## src/sacc_consts.svh

```systemverilog
// register map, field positions, reset values and conversion counts of the converter control
`ifndef SACC_CONSTS_SVH
`define SACC_CONSTS_SVH
`define SACC_OFS_CHSEL   8'h00
`define SACC_OFS_CTRLA   8'h04
`define SACC_OFS_CTRLB   8'h08
`define SACC_OFS_RESLO   8'h0C
`define SACC_OFS_RESHI   8'h10
`define SACC_OFS_MISC    8'h14
`define SACC_CH_LSB      0
`define SACC_CH_MSB      4
`define SACC_LADJ_BIT    5
`define SACC_REF_LSB     6
`define SACC_REF_MSB     7
`define SACC_EN_BIT      7
`define SACC_SC_BIT      6
`define SACC_ATE_BIT     5
`define SACC_FLAG_BIT    4
`define SACC_IE_BIT      3
`define SACC_PS_LSB      0
`define SACC_PS_MSB      2
`define SACC_TS_LSB      0
`define SACC_TS_MSB      2
`define SACC_CSRC_BIT    0
`define SACC_XREF_BIT    1
`define SACC_REFERENCE_PIN_BIT    2
`define SACC_CHSEL_RST   8'h00
`define SACC_CTRLA_RST   8'h00
`define SACC_CTRLB_RST   8'h00
`define SACC_MISC_RST    8'h00
`define SACC_TS_SELF     3'h0
`define SACC_CONV_NORMAL 5'h0D
`define SACC_CONV_FIRST  5'h19
`define SACC_HOLD_NORMAL 5'h01
`define SACC_HOLD_FIRST  5'h0D
`define SACC_DIFF_BIT    4
`endif

```

## src/sacc_pkg.sv

```systemverilog
// types shared by the converter control
package sacc_pkg;
	typedef enum logic [0:0] {
		SACC_IDLE = 1'h0,
		SACC_CONV = 1'h1
	} sacc_state_t;
	typedef enum logic [2:0] {
		SACC_REG_CHSEL = 3'h0,
		SACC_REG_CTRLA = 3'h1,
		SACC_REG_CTRLB = 3'h2,
		SACC_REG_RESLO = 3'h3,
		SACC_REG_RESHI = 3'h4,
		SACC_REG_MISC  = 3'h5,
		SACC_REG_NONE  = 3'h7
	} sacc_reg_t;
endpackage

```

## src/sacc_top.sv

```systemverilog
// digital control of a 10-bit successive approximation converter with APB registers
`timescale 1ns/1ns
`include "sacc_consts.svh"

// Behaviour
// - converter works and applies selections only when enabled
// - result right aligned, left aligned when left_adjust set
// - low byte read blocks result updates
// - completion while blocked discards result, bytes unchanged
// - high byte read lifts the block
// - completion always raises done flag, and interrupt when its enable is set
// - done flag raised even when result discarded
// - start bit starts conversion, cleared at completion except when free running
// - channel change applies only after running conversion
// - auto_trigger_enable starts conversions from selected source
// - trigger rising edge resets prescaler, starts conversion
// - trigger level at completion starts nothing
// - trigger edges during conversion are ignored
// - trigger flags set regardless of interrupt enables
// - own done flag as source gives free running
// - start bit works on demand with auto trigger
// - start bit reads one during every conversion
// - channel code selects single/differential and gain
// - channel code reaches 11 pins, temperature, current source
// - reference from reference_select and external pin enable
// - conversion 13 converter clocks, first 25
// - completion writes result unless blocked, sets flag, clears start unless free running
// - prescaler runs only while enabled
// - software start begins at next converter clock edge
module sacc_top #(
	parameter int TRIG_W = 7
) (
	// clock and reset
	input  wire logic              mclk,
	input  wire logic              reset_n,
	// apb slave
	input  wire logic              psel,
	input  wire logic              penable,
	input  wire logic              pwrite,
	input  wire logic [7:0]        paddr,
	input  wire logic [31:0]       pwdata,
	output logic                   pready,
	output logic [31:0]            prdata,
	output logic                   pslverr,
	// trigger sources, codes 1 to 7 of trigger_select
	input  wire logic [TRIG_W-1:0] trig_src,
	// analog section
	input  wire logic [9:0]        ana_result,
	output logic                   ana_enable,
	output logic [4:0]             ana_channel,
	output logic                   ana_diff,
	output logic                   ana_gain_20x,
	output logic [1:0]             ana_ref_sel,
	output logic                   ana_ref_ext,
	output logic                   ana_ref_out,
	output logic                   ana_current_source_pin_en,
	output logic                   ana_hold,
	// conversion complete interrupt
	output logic                   conv_irq
);

	logic                rst_s1_reg;
	logic                rst_n;
	logic [7:0]          chsel_reg;
	logic [7:0]          ctrla_reg;
	logic [2:0]          tsel_reg;
	logic [7:0]          misc_reg;
	logic [9:0]          res_reg;
	logic                lock_reg;
	logic                flag_reg;
	logic                start_reg;
	logic                first_reg;
	logic [7:0]          presc_reg;
	logic                tick;
	logic [4:0]          cnt_reg;
	logic [4:0]          len_reg;
	logic [4:0]          hold_pt_reg;
	sacc_pkg::sacc_state_t state_reg;
	logic [TRIG_W-1:0]   trig_s1_reg;
	logic [TRIG_W-1:0]   trig_s2_reg;
	logic                trig_prev_reg;
	logic                trig_cur;
	logic                trig_edge;
	logic                busy;
	logic                trig_go;
	logic                sw_start;
	logic                done;
	logic                free_run;
	logic                en;
	logic                acc;
	logic                setup;
	sacc_pkg::sacc_reg_t sel;
	logic [7:0]          rdata;

	// register select from the word address; misaligned low bits are ignored
	function automatic sacc_pkg::sacc_reg_t reg_decode(input logic [7:0] a);
		unique case ({a[7:2], 2'h0})
			`SACC_OFS_CHSEL: reg_decode = sacc_pkg::SACC_REG_CHSEL;
			`SACC_OFS_CTRLA: reg_decode = sacc_pkg::SACC_REG_CTRLA;
			`SACC_OFS_CTRLB: reg_decode = sacc_pkg::SACC_REG_CTRLB;
			`SACC_OFS_RESLO: reg_decode = sacc_pkg::SACC_REG_RESLO;
			`SACC_OFS_RESHI: reg_decode = sacc_pkg::SACC_REG_RESHI;
			`SACC_OFS_MISC:  reg_decode = sacc_pkg::SACC_REG_MISC;
			default:         reg_decode = sacc_pkg::SACC_REG_NONE;
		endcase
	endfunction

	// reset release through two flops
	always_ff @(posedge mclk or negedge reset_n)
	begin
		if (!reset_n)
		begin
			rst_s1_reg <= 1'h0;
			rst_n      <= 1'h0;
		end
		else
		begin
			rst_s1_reg <= 1'h1;
			rst_n      <= rst_s1_reg;
		end
	end

	// bus phases; every access completes one cycle after setup
	assign sel   = reg_decode(paddr);
	assign setup = psel & ~penable;
	assign acc   = psel & penable & pready;
	assign en    = ctrla_reg[`SACC_EN_BIT];
	assign sw_start = acc & pwrite & (sel == sacc_pkg::SACC_REG_CTRLA)
		& pwdata[`SACC_SC_BIT] & pwdata[`SACC_EN_BIT];

	// control registers written at the access edge
	always_ff @(posedge mclk or negedge rst_n)
	begin
		if (!rst_n)
		begin
			chsel_reg <= `SACC_CHSEL_RST;
			ctrla_reg <= `SACC_CTRLA_RST;
			tsel_reg  <= 3'h0;
			misc_reg  <= `SACC_MISC_RST;
		end
		else if (acc && pwrite)
		begin
			unique case (sel)
				sacc_pkg::SACC_REG_CHSEL: chsel_reg <= pwdata[7:0];
				sacc_pkg::SACC_REG_CTRLA: ctrla_reg <= pwdata[7:0];
				sacc_pkg::SACC_REG_CTRLB: tsel_reg  <= pwdata[`SACC_TS_MSB:`SACC_TS_LSB];
				sacc_pkg::SACC_REG_MISC:  misc_reg  <= pwdata[7:0];
				default:                  ;
			endcase
		end
	end

	// trigger sources come from other logic and pins, so two flops first
	always_ff @(posedge mclk or negedge rst_n)
	begin
		if (!rst_n)
		begin
			trig_s1_reg   <= '0;
			trig_s2_reg   <= '0;
			trig_prev_reg <= 1'h0;
		end
		else
		begin
			trig_s1_reg   <= trig_src;
			trig_s2_reg   <= trig_s1_reg;
			trig_prev_reg <= trig_cur;
		end
	end

	// selected external trigger and its rising edge
	always_comb
	begin
		trig_cur = 1'h0;
		if (tsel_reg != `SACC_TS_SELF)
			trig_cur = trig_s2_reg[tsel_reg - 3'h1];
	end
	assign trig_edge = trig_cur & ~trig_prev_reg;
	assign free_run  = ctrla_reg[`SACC_ATE_BIT] & (tsel_reg == `SACC_TS_SELF);
	assign busy      = start_reg | (state_reg == sacc_pkg::SACC_CONV);
	// edges while busy are dropped, nothing is queued
	assign trig_go   = en & ctrla_reg[`SACC_ATE_BIT] & trig_edge & ~busy;

	// converter clock prescaler, divide by 2 to 256
	always_ff @(posedge mclk or negedge rst_n)
	begin
		if (!rst_n)
			presc_reg <= 8'h00;
		else if (!en || trig_go)
			presc_reg <= 8'h00;
		else if (tick)
			presc_reg <= 8'h00;
		else
			presc_reg <= presc_reg + 8'h01;
	end
	assign tick = en && (presc_reg ==
		8'((9'h002 << ctrla_reg[`SACC_PS_MSB:`SACC_PS_LSB]) - 9'h001));

	// completion on the last converter clock of a conversion
	assign done = (state_reg == sacc_pkg::SACC_CONV) && tick && (cnt_reg == len_reg - 5'h01);

	// start request held until the conversion ends, kept on while free running; reads as the start bit
	always_ff @(posedge mclk or negedge rst_n)
	begin
		if (!rst_n)
			start_reg <= 1'h0;
		else if (!en)
			start_reg <= 1'h0;
		else if (sw_start || trig_go)
			start_reg <= 1'h1;
		else if (done && !free_run)
			start_reg <= 1'h0;
	end

	// sequencer: begins on the converter clock after the request
	always_ff @(posedge mclk or negedge rst_n)
	begin
		if (!rst_n)
		begin
			state_reg   <= sacc_pkg::SACC_IDLE;
			cnt_reg     <= 5'h00;
			len_reg     <= `SACC_CONV_NORMAL;
			hold_pt_reg <= `SACC_HOLD_NORMAL;
		end
		else if (!en)
			state_reg <= sacc_pkg::SACC_IDLE;
		else
		begin
			unique case (state_reg)
				sacc_pkg::SACC_IDLE:
				begin
					if (start_reg && tick)
					begin
						state_reg   <= sacc_pkg::SACC_CONV;
						cnt_reg     <= 5'h00;
						len_reg     <= first_reg ? `SACC_CONV_FIRST : `SACC_CONV_NORMAL;
						hold_pt_reg <= first_reg ? `SACC_HOLD_FIRST : `SACC_HOLD_NORMAL;
					end
				end
				sacc_pkg::SACC_CONV:
				begin
					if (done)
					begin
						// free running restarts at once; software begins the first
						state_reg   <= free_run ? sacc_pkg::SACC_CONV : sacc_pkg::SACC_IDLE;
						cnt_reg     <= 5'h00;
						len_reg     <= `SACC_CONV_NORMAL;
						hold_pt_reg <= `SACC_HOLD_NORMAL;
					end
					else if (tick)
						cnt_reg <= cnt_reg + 5'h01;
				end
			endcase
		end
	end

	// first conversion after enabling takes the long initialisation
	always_ff @(posedge mclk or negedge rst_n)
	begin
		if (!rst_n)
			first_reg <= 1'h1;
		else if (!en)
			first_reg <= 1'h1;
		else if (done)
			first_reg <= 1'h0;
	end

	// result capture; a low read blocks from its setup edge on, so data stays paired
	always_ff @(posedge mclk or negedge rst_n)
	begin
		if (!rst_n)
			res_reg <= 10'h000;
		else if (done && !lock_reg
			&& !(psel && !pwrite && sel == sacc_pkg::SACC_REG_RESLO))
			res_reg <= ana_result;
	end

	// read-order lock between low and high byte
	always_ff @(posedge mclk or negedge rst_n)
	begin
		if (!rst_n)
			lock_reg <= 1'h0;
		else if (acc && !pwrite && sel == sacc_pkg::SACC_REG_RESHI)
			lock_reg <= 1'h0;
		else if (acc && !pwrite && sel == sacc_pkg::SACC_REG_RESLO)
			lock_reg <= 1'h1;
	end

	// done flag: set even when discarded or interrupt masked; set beats clear
	always_ff @(posedge mclk or negedge rst_n)
	begin
		if (!rst_n)
			flag_reg <= 1'h0;
		else if (done)
			flag_reg <= 1'h1;
		else if (acc && pwrite && sel == sacc_pkg::SACC_REG_CTRLA && pwdata[`SACC_FLAG_BIT])
			flag_reg <= 1'h0;
	end

	// interrupt line from the flag and its enable
	always_ff @(posedge mclk or negedge rst_n)
	begin
		if (!rst_n)
			conv_irq <= 1'h0;
		else
			conv_irq <= flag_reg & ctrla_reg[`SACC_IE_BIT];
	end

	// selections follow the register while enabled and idle, and at completion for free running
	always_ff @(posedge mclk or negedge rst_n)
	begin
		if (!rst_n)
		begin
			ana_channel  <= 5'h00;
			ana_diff     <= 1'h0;
			ana_gain_20x <= 1'h0;
			ana_ref_sel  <= 2'h0;
			ana_ref_ext  <= 1'h0;
		end
		else if (en && (state_reg == sacc_pkg::SACC_IDLE || done))
		begin
			ana_channel  <= chsel_reg[`SACC_CH_MSB:`SACC_CH_LSB];
			ana_diff     <= chsel_reg[`SACC_DIFF_BIT];
			ana_gain_20x <= chsel_reg[`SACC_DIFF_BIT] & chsel_reg[0];
			ana_ref_sel  <= chsel_reg[`SACC_REF_MSB:`SACC_REF_LSB];
			ana_ref_ext  <= misc_reg[`SACC_REFERENCE_PIN_BIT];
		end
	end

	// analog enables and sample-and-hold strobe
	always_ff @(posedge mclk or negedge rst_n)
	begin
		if (!rst_n)
		begin
			ana_enable  <= 1'h0;
			ana_ref_out <= 1'h0;
			ana_current_source_pin_en <= 1'h0;
			ana_hold    <= 1'h0;
		end
		else
		begin
			ana_enable  <= en;
			ana_ref_out <= misc_reg[`SACC_XREF_BIT];
			ana_current_source_pin_en <= misc_reg[`SACC_CSRC_BIT];
			ana_hold    <= (state_reg == sacc_pkg::SACC_CONV) && !done
				&& (cnt_reg >= hold_pt_reg);
		end
	end

	// read mux with alignment applied on the way out
	always_comb
	begin
		rdata = 8'h00;
		unique case (sel)
			sacc_pkg::SACC_REG_CHSEL: rdata = chsel_reg;
			sacc_pkg::SACC_REG_CTRLA: rdata = {en, busy, ctrla_reg[5], flag_reg,
				ctrla_reg[3:0]};
			sacc_pkg::SACC_REG_CTRLB: rdata = {5'h00, tsel_reg};
			sacc_pkg::SACC_REG_RESLO: rdata = chsel_reg[`SACC_LADJ_BIT]
				? {res_reg[1:0], 6'h00} : res_reg[7:0];
			sacc_pkg::SACC_REG_RESHI: rdata = chsel_reg[`SACC_LADJ_BIT]
				? res_reg[9:2] : {6'h00, res_reg[9:8]};
			sacc_pkg::SACC_REG_MISC:  rdata = misc_reg;
			default:                  rdata = 8'h00;
		endcase
	end

	// bus answer registered during setup; unmapped addresses report an error
	always_ff @(posedge mclk or negedge rst_n)
	begin
		if (!rst_n)
		begin
			pready  <= 1'h0;
			prdata  <= 32'h00000000;
			pslverr <= 1'h0;
		end
		else
		begin
			pready  <= setup;
			prdata  <= setup ? {24'h000000, rdata} : 32'h00000000;
			pslverr <= setup && (sel == sacc_pkg::SACC_REG_NONE);
		end
	end
endmodule // sacc_top

```

## config.mk

```make
export PLATFORM = sky130hd
export DESIGN_NAME = sacc_top
export DESIGN_NICKNAME = d
export VERILOG_FILES = /design/src/sacc_pkg.sv /design/src/sacc_top.sv
export VERILOG_INCLUDE_DIRS = /design/src /design/src/src
export SDC_FILE = /design/constraint.sdc
export NUM_CORES = 1
export LEC_CHECK = 0
export BUFFER_PORTS_ARGS = -buffer_cell sky130_fd_sc_hd__buf_2
export CAP_MARGIN = 20
export CORE_ASPECT_RATIO = 0.7
export CORE_UTILIZATION = 54
export DETAILED_ROUTE_END_ITERATION = 10
export PLACE_DENSITY_LB_ADDON = 0.12
export REMOVE_ABC_BUFFERS = 1
export SYNTH_ARGS = -nofsm -noshare
export SYNTH_HDL_FRONTEND = slang
export SYNTH_SLANG_ARGS = --single-unit
```

## constraint.sdc

```tcl
create_clock -name mclk -period 3.6 [get_ports mclk]
set_input_delay 0.18 -clock mclk [delete_from_list [all_inputs] [get_ports mclk]]
set_output_delay 0.18 -clock mclk [all_outputs]
set_load 0.05 [all_outputs]
```

* Word level (Yosys, flattened, before mapping)
Cells that the tools add are included. Widths: inputs -> output; s select.
Word-level totals: output and inout bits 49, bits of input ports 62, word-level logic and storage cells 153, register bits 107
Operators by class: reductions and logical operators 40, $lt $le $gt $ge 2, $add $sub $neg 5, equal/unequal tests 18, mux-type cells 36, bitwise operators 19, shift-type cells 1
Operators by type and width (number):
- $pmux 8 s6 | 1
- $mux 5 | 8
- $mux 8 | 5
- $pmux 5 s2 | 3
- $logic_and 1x1->1 | 19
- $pmux 3 s6 | 1
- $mux 1 | 15
- $and 1x1->1 | 14
- $eq 6x2->1 const B | 2
- $eq 6x3->1 const B | 2
- $eq 3x3->1 const B | 3
- $add 8x1->8 const B | 1
- $eq 8x8->1 | 1
- $reduce_and 2->1 | 4
- $shl 2x3->8 const A | 1
- $sub 8x1->8 const B | 1
- $eq 3x2->1 const B | 2
- $eq 6x1->1 const B | 1
- $logic_not 1->1 | 6
- $logic_not 3->1 | 2
- $logic_not 6->1 | 1
- $reduce_and 3->1 | 2
- $add 5x1->5 const B | 1
- $eq 5x5->1 | 1
- 17 further kinds | 24

* Logic depth before layout (Yosys ltp)
Gate-level depths: netlist (run 1).
depth after elaboration 10, depth in mapped cells 10, gate-level depth less buffers 9

* Worst setup path after synthesis (run 1)
OpenSTA, ideal clock, no wires.
path kind reg2reg, from register ctrla_reg[1], to register res_reg[0], buffers on the path 1, setup slack 0.267 ns, arrival time 3.208 ns, data required time 3.475 ns, setup time 0.125 ns, cell stages (with the launch flop) 10, period minus slack after synthesis 3.333 ns, cell sequence dfrtp_1 -> buf_2 -> or3_1 -> ha_1 -> or4b_1 -> o21ai_0 -> o311ai_1 -> a221o_2 -> nor4_4 -> mux2_2
Between the ends: longest elaborated chain between the ends 8
Ends and longest elaborated chain:
- from (decl) | RTL line sacc_top.sv:65 | logic [7:0] ctrla_reg;
- from (signal assigned) | RTL line sacc_top.sv:137 | ctrla_reg <= `SACC_CTRLA_RST;
- from (signal assigned) | RTL line sacc_top.sv:145 | sacc_pkg::SACC_REG_CTRLA: ctrla_reg <= pwdata[7:0];
- $shl 2x3->8 | RTL line sacc_top.sv:196 | 8'((9'h002 << ctrla_reg[`SACC_PS_MSB:`SACC_PS_LSB]) - 9'h001));
- $sub 8x1->8 | RTL line sacc_top.sv:196
- $eq 8x8->1 | RTL line sacc_top.sv:195 | assign tick = en && (presc_reg ==
- $logic_and 1x1->1 | RTL line sacc_top.sv:195
- $logic_and 1x1->1 (2 in a row) | RTL line sacc_top.sv:199 | assign done = (state_reg == sacc_pkg::SACC_CONV) && tick && (cnt_reg == len_reg - 5'h01);
- $logic_and 1x1->1 | RTL line sacc_top.sv:272 | else if (done && !lock_reg
- $logic_and 1x1->1 | RTL line sacc_top.sv:273 | && !(psel && !pwrite && sel == sacc_pkg::SACC_REG_RESLO))
- to (signal assigned) | RTL line sacc_top.sv:274 | res_reg <= ana_result;
- to (decl) | RTL line sacc_top.sv:68 | logic [9:0] res_reg;
Every way passes these cells. A chain may end at the register's enable or synchronous reset.

* Worst setup path after layout (run 1)
from register ctrla_reg[2], to register res_reg[9]
The elaborated chain is that of the path after synthesis.

==> results.yml, run 1 <==
place:
  finalWeightedCongestion: 0.886
  io_buffers: 60
  placed_area_sq_mm: 0.00494
  placedCellCount: 567
  dp_hpwl_um: 7310
clock_tree:
  cts_buffer_depth: 2
  cts_tree: "done"
  cts-resized-gates: 0
  clkTransAtPathRegs_ns: 0.06
  cts_root_buf: "clkbuf_16"
  cts_inserted_buffers: 9
  h-tree-depth: 3
  clock_latency_ns: 0.34
  cts.sinks: 96
grt:
  antenna_found_initial: 0
  first_global_vias: 3136
  globalRouteOverflowTotal: 0
  grt_pass1_wl_um: 16400
  grt_use_total: 0.247
  grt_max_degree: 71
synthesis:
  syn_area_per_cell_sq_um: 11.2
  synth-seq-cells: 96
  synthCells: 412
  yosysTopAreaCellShare: 0.511
  synth_edf_count: 0
  synth_warnings: 0
  ys.flop_type: "dfrtp_1"
  yosysTopAreaCell: "dfrtp_1"
  ys_types: 59
  synthArstFlopShare: 1.00
  synth_area_sq_mm: 0.00461
  seq_area_frac_synth: 0.522
  ys_top_cells_by_area: "dfrtp_1 (51%), mux2_2 (10%), buf_4 (4.2%), nand2_1 (3.3%), ha_1 (2.7%)"
critical_path:
  crit_path_start_kind: "register"
  cp.required_ns: 3.83
  r2r_start: "ctrla_reg[2]"
  cp-startpoint: "ctrla_reg[2]"
  crit_type: "register to register"
  r2r_slack_ns: 0.23
  path_max_fanout: 10
  r2r_end: "res_reg[9]"
  arrival_ns: 3.59
  reg2regPathDepth: 9
  crit_path_end_kind: "register"
  endpoint: "res_reg[9]"
cells_and_area:
  multi_input_area_sq_mm: 0.00199
  layout_commonest_cell: "dfrtp_1"
  drive_above_1_share: 0.276
  final-seq-area_sq_mm: 0.00241
  n_antenna_cell: 0
  final_cell_area_sq_mm: 0.00532
  final.fill_count: 630
  largest_reg_flops: 10
  final_cell_mix: "dfrtp_1 (93), buf_2 (60), mux2_2 (41)"
  instances_no_fill: 591
  area_growth_pct: 15.4
  fin_nets: 557
die:
  die-area_sq_mm: 0.00891
  start_util: 0.571
  fp.dieW_um: 112
  rows: 27
  die_h_um: 79.3
  num_io_pins: 111
  design.core.area_sq_mm: 0.00807
detailed_routing:
  via_count: 3319
  final_antenna_net_count: 0
  drt-total-wl_um: 10000
  via_per_inst: 5.62
  firstDrtPassIters: 5
  drtIter0Drc: 273
  avgRoutedWirePerCell_um: 17.0
  drc: 0
pwr:
  ir_drop_uv: 276
  power.leakage_nw: 2.57
  power_density_mw_per_mm2: 428
timing:
  skew_ns: 0.00809
  setup_viol: 0
  hold_viol: 0
  relSlewSlack: 0.305
  timing.fmax_mhz: 297
  drv_slew: 0
  rsz0062_at_grt: "no"
  finalCriticalPeriod_ns: 3.37
  tightest_slew_ns: 1.03
  fin_tns_setup_ns: 0
  fin_crit_sh: 0.935
job:
  cap_violations: 0
run_status:
  status: "finished clean"
worst_hold_path:
  hp-class: "primary input to register"
-- critical path: stages, from the launching register on --
cell and delay (ns):
dfrtp_1 0.49, or3_1 0.36, ha_1 0.29, or4b_1 0.53
o21ai_0 0.09, o311ai_1 0.17, a221o_2 0.47, nor4_4 0.28
buf_4 0.22, mux2_2 0.35
-- Yosys cell counts, types with 4 or more instances --
master    count
and2_1        4
nor2_1       27
mux2_2       41
a21oi_1      14
nor3_1        6
mux2i_1       6
nand3_1       8
dfrtp_1      94
a22oi_1       9
nor3b_1       4
nor2b_1      10
ha_1         10
nand4_1       4
buf_4        26
and3_1        5
nand2_1      40
inv_1        13
a31oi_1       6
o21ai_0      10
clkbuf_1      7
xor2_1       10
-- metrics by stage --
stage / utilization / hold slack, ns / setup WS, ns / total power, mW
2_1_floorplan: - / -0.116 / 0.319 / 1.27
3_3_place_gp: 0.611 / -0.0355 / 0.353 / 1.33
3_5_place_dp: 0.611 / -0.0343 / 0.272 / 1.34
4_1_cts: 0.658 / 0.0240 / 0.248 / 2.30
5_1_grt: 0.658 / 0.0353 / 0.129 / 2.36
6_report: 0.658 / 0.0362 / 0.233 / 2.28
-- final cells by class --
class | instances | area share
clock buffer | 12 | 0.0464
inverter | 13 | 0.00918
tap | 101 | 0.0238
timing repair buffer | 76 | 0.0828
clock inverter | 4 | 0.0101
multi-input combinational | 289 | 0.375
sequential | 96 | 0.453
-- worst min path at each step --
stage,startpoint,end,slack (ns),cells past startpoint
2_1_floorplan,reset_n,rst_n,-0.12,0
3_3_place_gp,reset_n,rst_s1_reg,-0.04,1
3_5_place_dp,reset_n,rst_s1_reg,-0.03,1
4_1_cts,penable,pready,0.02,2
5_1_grt,penable,pready,0.04,2
6_report,penable,pready,0.04,2
-- timing repair --
item                                   CTS  global route
endpoints found under the hold margin    9             0
hold buffers                             8             0
setup buffers                            0             0
-- layer usage --
metal	part of all wire	GRT usage	vias up
li1	-	-	1549
met5	0	0	-
met1	0.50	0.370	1602
met4	0.016	0.0760	0
met2	0.41	0.353	150
met3	0.067	0.0580	18
-- logic make-up (layout without fill, tap and decap cells) --
group	Yosys count	after routing	share of synthesized area
adder cells (fa/ha/maj)	10	10	0.0272
multiplexers	48	48	0.118
buffers and inverters	50	105	0.0644
XOR/XNOR	13	13	0.0247
flip-flops	96	96	0.522
AND/OR/NAND/NOR	126	126	0.140
other	2	25	0.00163
AO/OA/AOI/OAI	67	67	0.102
-- power breakdown --
group | switching, mW | leakage (nW) | internal, mW
clock | 0.394 | 0.139 | 0.560
combinational | 0.128 | 1.19 | 0.0520
sequential | 0.0355 | 1.24 | 1.11
total | 0.558 | 2.57 | 1.72
Power figures use the tool's default switching activity.
==> run 2, diff against run 1 <==
Settings changed: PLACE_DENSITY from default to 0.83, PLACE_DENSITY_LB_ADDON 0.12 to default, RECOVER_POWER from default to 50.
Clock period 3.6 ns to 3.3 ns, I/O delays scaled along.
==> run 2 against run 1 <==
The flow now finishes with violations (max-capacitance violations, max-slew violations). Non-clock buffer count grew 6. Clock skew barely moved. Highest routed layer unchanged. Setup slack got worse by 0.036 ns. Sequential share of layout area shrank 0.35 points. Routed wire length increased by 2.4%. Largest cell class unchanged. Worst hold slack better by 0.0098 ns. Flip-flop and latch count did not move. Die area did not move.
==> results.yml, run 2 (synthesis gave the netlist of run 1 again) <==
cells_and_area:
  final_core_util: 0.662
  layout_commonest_cell: "dfrtp_1"
  fin_nets: 563
  area_growth_pct: 16.1
  drive_above_1_share: 0.228
  largest_reg_flops: 10
  final_cell_mix: "dfrtp_1 (94), mux2_2 (41), nand2_1 (40)"
  n_antenna_cell: 0
grt:
  globalRouteOverflowTotal: 0
  grt_max_degree: 55
  grt_use_total: 0.250
  antenna_found_initial: 0
  grt_pass1_wl_um: 16600
  first_global_vias: 3319
critical_path:
  crit_path_start_kind: "register"
  path_max_fanout: 10
  crit_type: "register to register"
  r2r_slack_ns: 0.20
  arrival_ns: 3.33
  crit_path_end_kind: "register"
  cp.required_ns: 3.53
clock_tree:
  cts_setup_buffers: 0
  clock_latency_ns: 0.35
  cts_buffer_depth: 2
  cts_root_buf: "clkbuf_16"
  cts-resized-gates: 0
  clkTransAtPathRegs_ns: 0.06
  cts.sinks: 96
  cts_inserted_buffers: 9
  hold_buffers: 8
  cts_tree: "done"
  h-tree-depth: 3
die:
  rows: 27
  die_h_um: 79.3
  die-area_sq_mm: 0.00891
  num_io_pins: 111
  fp.dieW_um: 112
  start_util: 0.571
  design.core.area_sq_mm: 0.00807
run_status:
  violations: "max-capacitance violations, max-slew violations"
  status: "finished, violations left"
timing:
  fin_crit_sh: 0.940
  rsz0062_at_grt: "no"
  skew_ns: 0.00795
  fin_tns_setup_ns: 0
  setup_ws_ns: 0.197
  relSlewSlack: -0.401
  hold_viol: 0
  setup_viol: 0
  finalCriticalPeriod_ns: 3.10
  drv_slew: 55
  hold_slack_ns: 0.0460
  timing.fmax_mhz: 322
  tightest_slew_ns: 2.10
detailed_routing:
  drtIter0Drc: 283
  firstDrtPassIters: 5
  via_per_inst: 5.71
  final_antenna_net_count: 0
  drc: 0
  avgRoutedWirePerCell_um: 17.2
  drt-total-wl_um: 10300
  via_count: 3403
pwr:
  power_density_mw_per_mm2: 481
  power.leakage_nw: 2.50
  ir_drop_uv: 426
  finalPower_mw: 2.57
place:
  dp_hpwl_um: 7450
  finalWeightedCongestion: 0.932
  pre_cts_slack_ns: 0.213
  io_buffers: 60
worst_hold_path:
  hp-class: "primary input to register"
job:
  cap_violations: 1
[run 2: path summary, 6_finish.rpt]
| path | from | to | depth (start not counted) |
|---|---|---|---|
| setup / recovery | ctrla_reg[1] | res_reg[0] | 9 |
| hold / removal | ana_result[3] | res_reg[3] | 2 |
| setup reg to reg | ctrla_reg[1] | res_reg[0] | 9 |
| hold reg to reg | trig_s1_reg[5] | trig_s2_reg[5] | 0 |
| max in group asynchronous | rst_n | len_reg[2] | 1 |
| min in group asynchronous | reset_n | rst_s1_reg | 2 |
[run 2: final cells by class]
class,instances,area (sq um)
Fill cell,628,2730
Sequential cell,96,2400
Multi-Input combinational cell,289,1990
Timing Repair Buffer,82,448
Clock buffer,11,253
Tap cell,101,126
Clock inverter,4,76.3
Inverter,13,48.8
[run 2: critical path, stage by stage, from the launching register on]
cell      delay (ns)
dfrtp_1         0.37
or3_1           0.37
ha_1            0.22
or4b_1          0.50
o21ai_0         0.09
o311ai_1        0.18
a221o_2         0.43
nor4_4          0.25
buf_4           0.23
mux2_2          0.35
[run 2: metrics by stage]
step | area [sq um] | cells
2_1_floorplan | 4450 | 398
3_3_place_gp | 4980 | 573
3_5_place_dp | 4980 | 573
4_1_cts | 5390 | 596
5_1_grt | 5350 | 596
6_report | 5350 | 596
[run 2: routing by layer]
layer | vias to the layer above | wire length, um | track usage | part of all wire
li1 | 1567 | - | - | -
met1 | 1664 | 4490 | 0.327 | 0.44
met2 | 149 | 4700 | 0.392 | 0.46
met3 | 23 | 925 | 0.0855 | 0.090
met4 | 0 | 154 | 0.0813 | 0.015
met5 | - | 0 | 0 | 0
[run 2: where the power goes]
part | internal (mW) | switching, mW
combinational | 0.0562 | 0.146
sequential | 1.21 | 0.0340
clock | 0.703 | 0.424
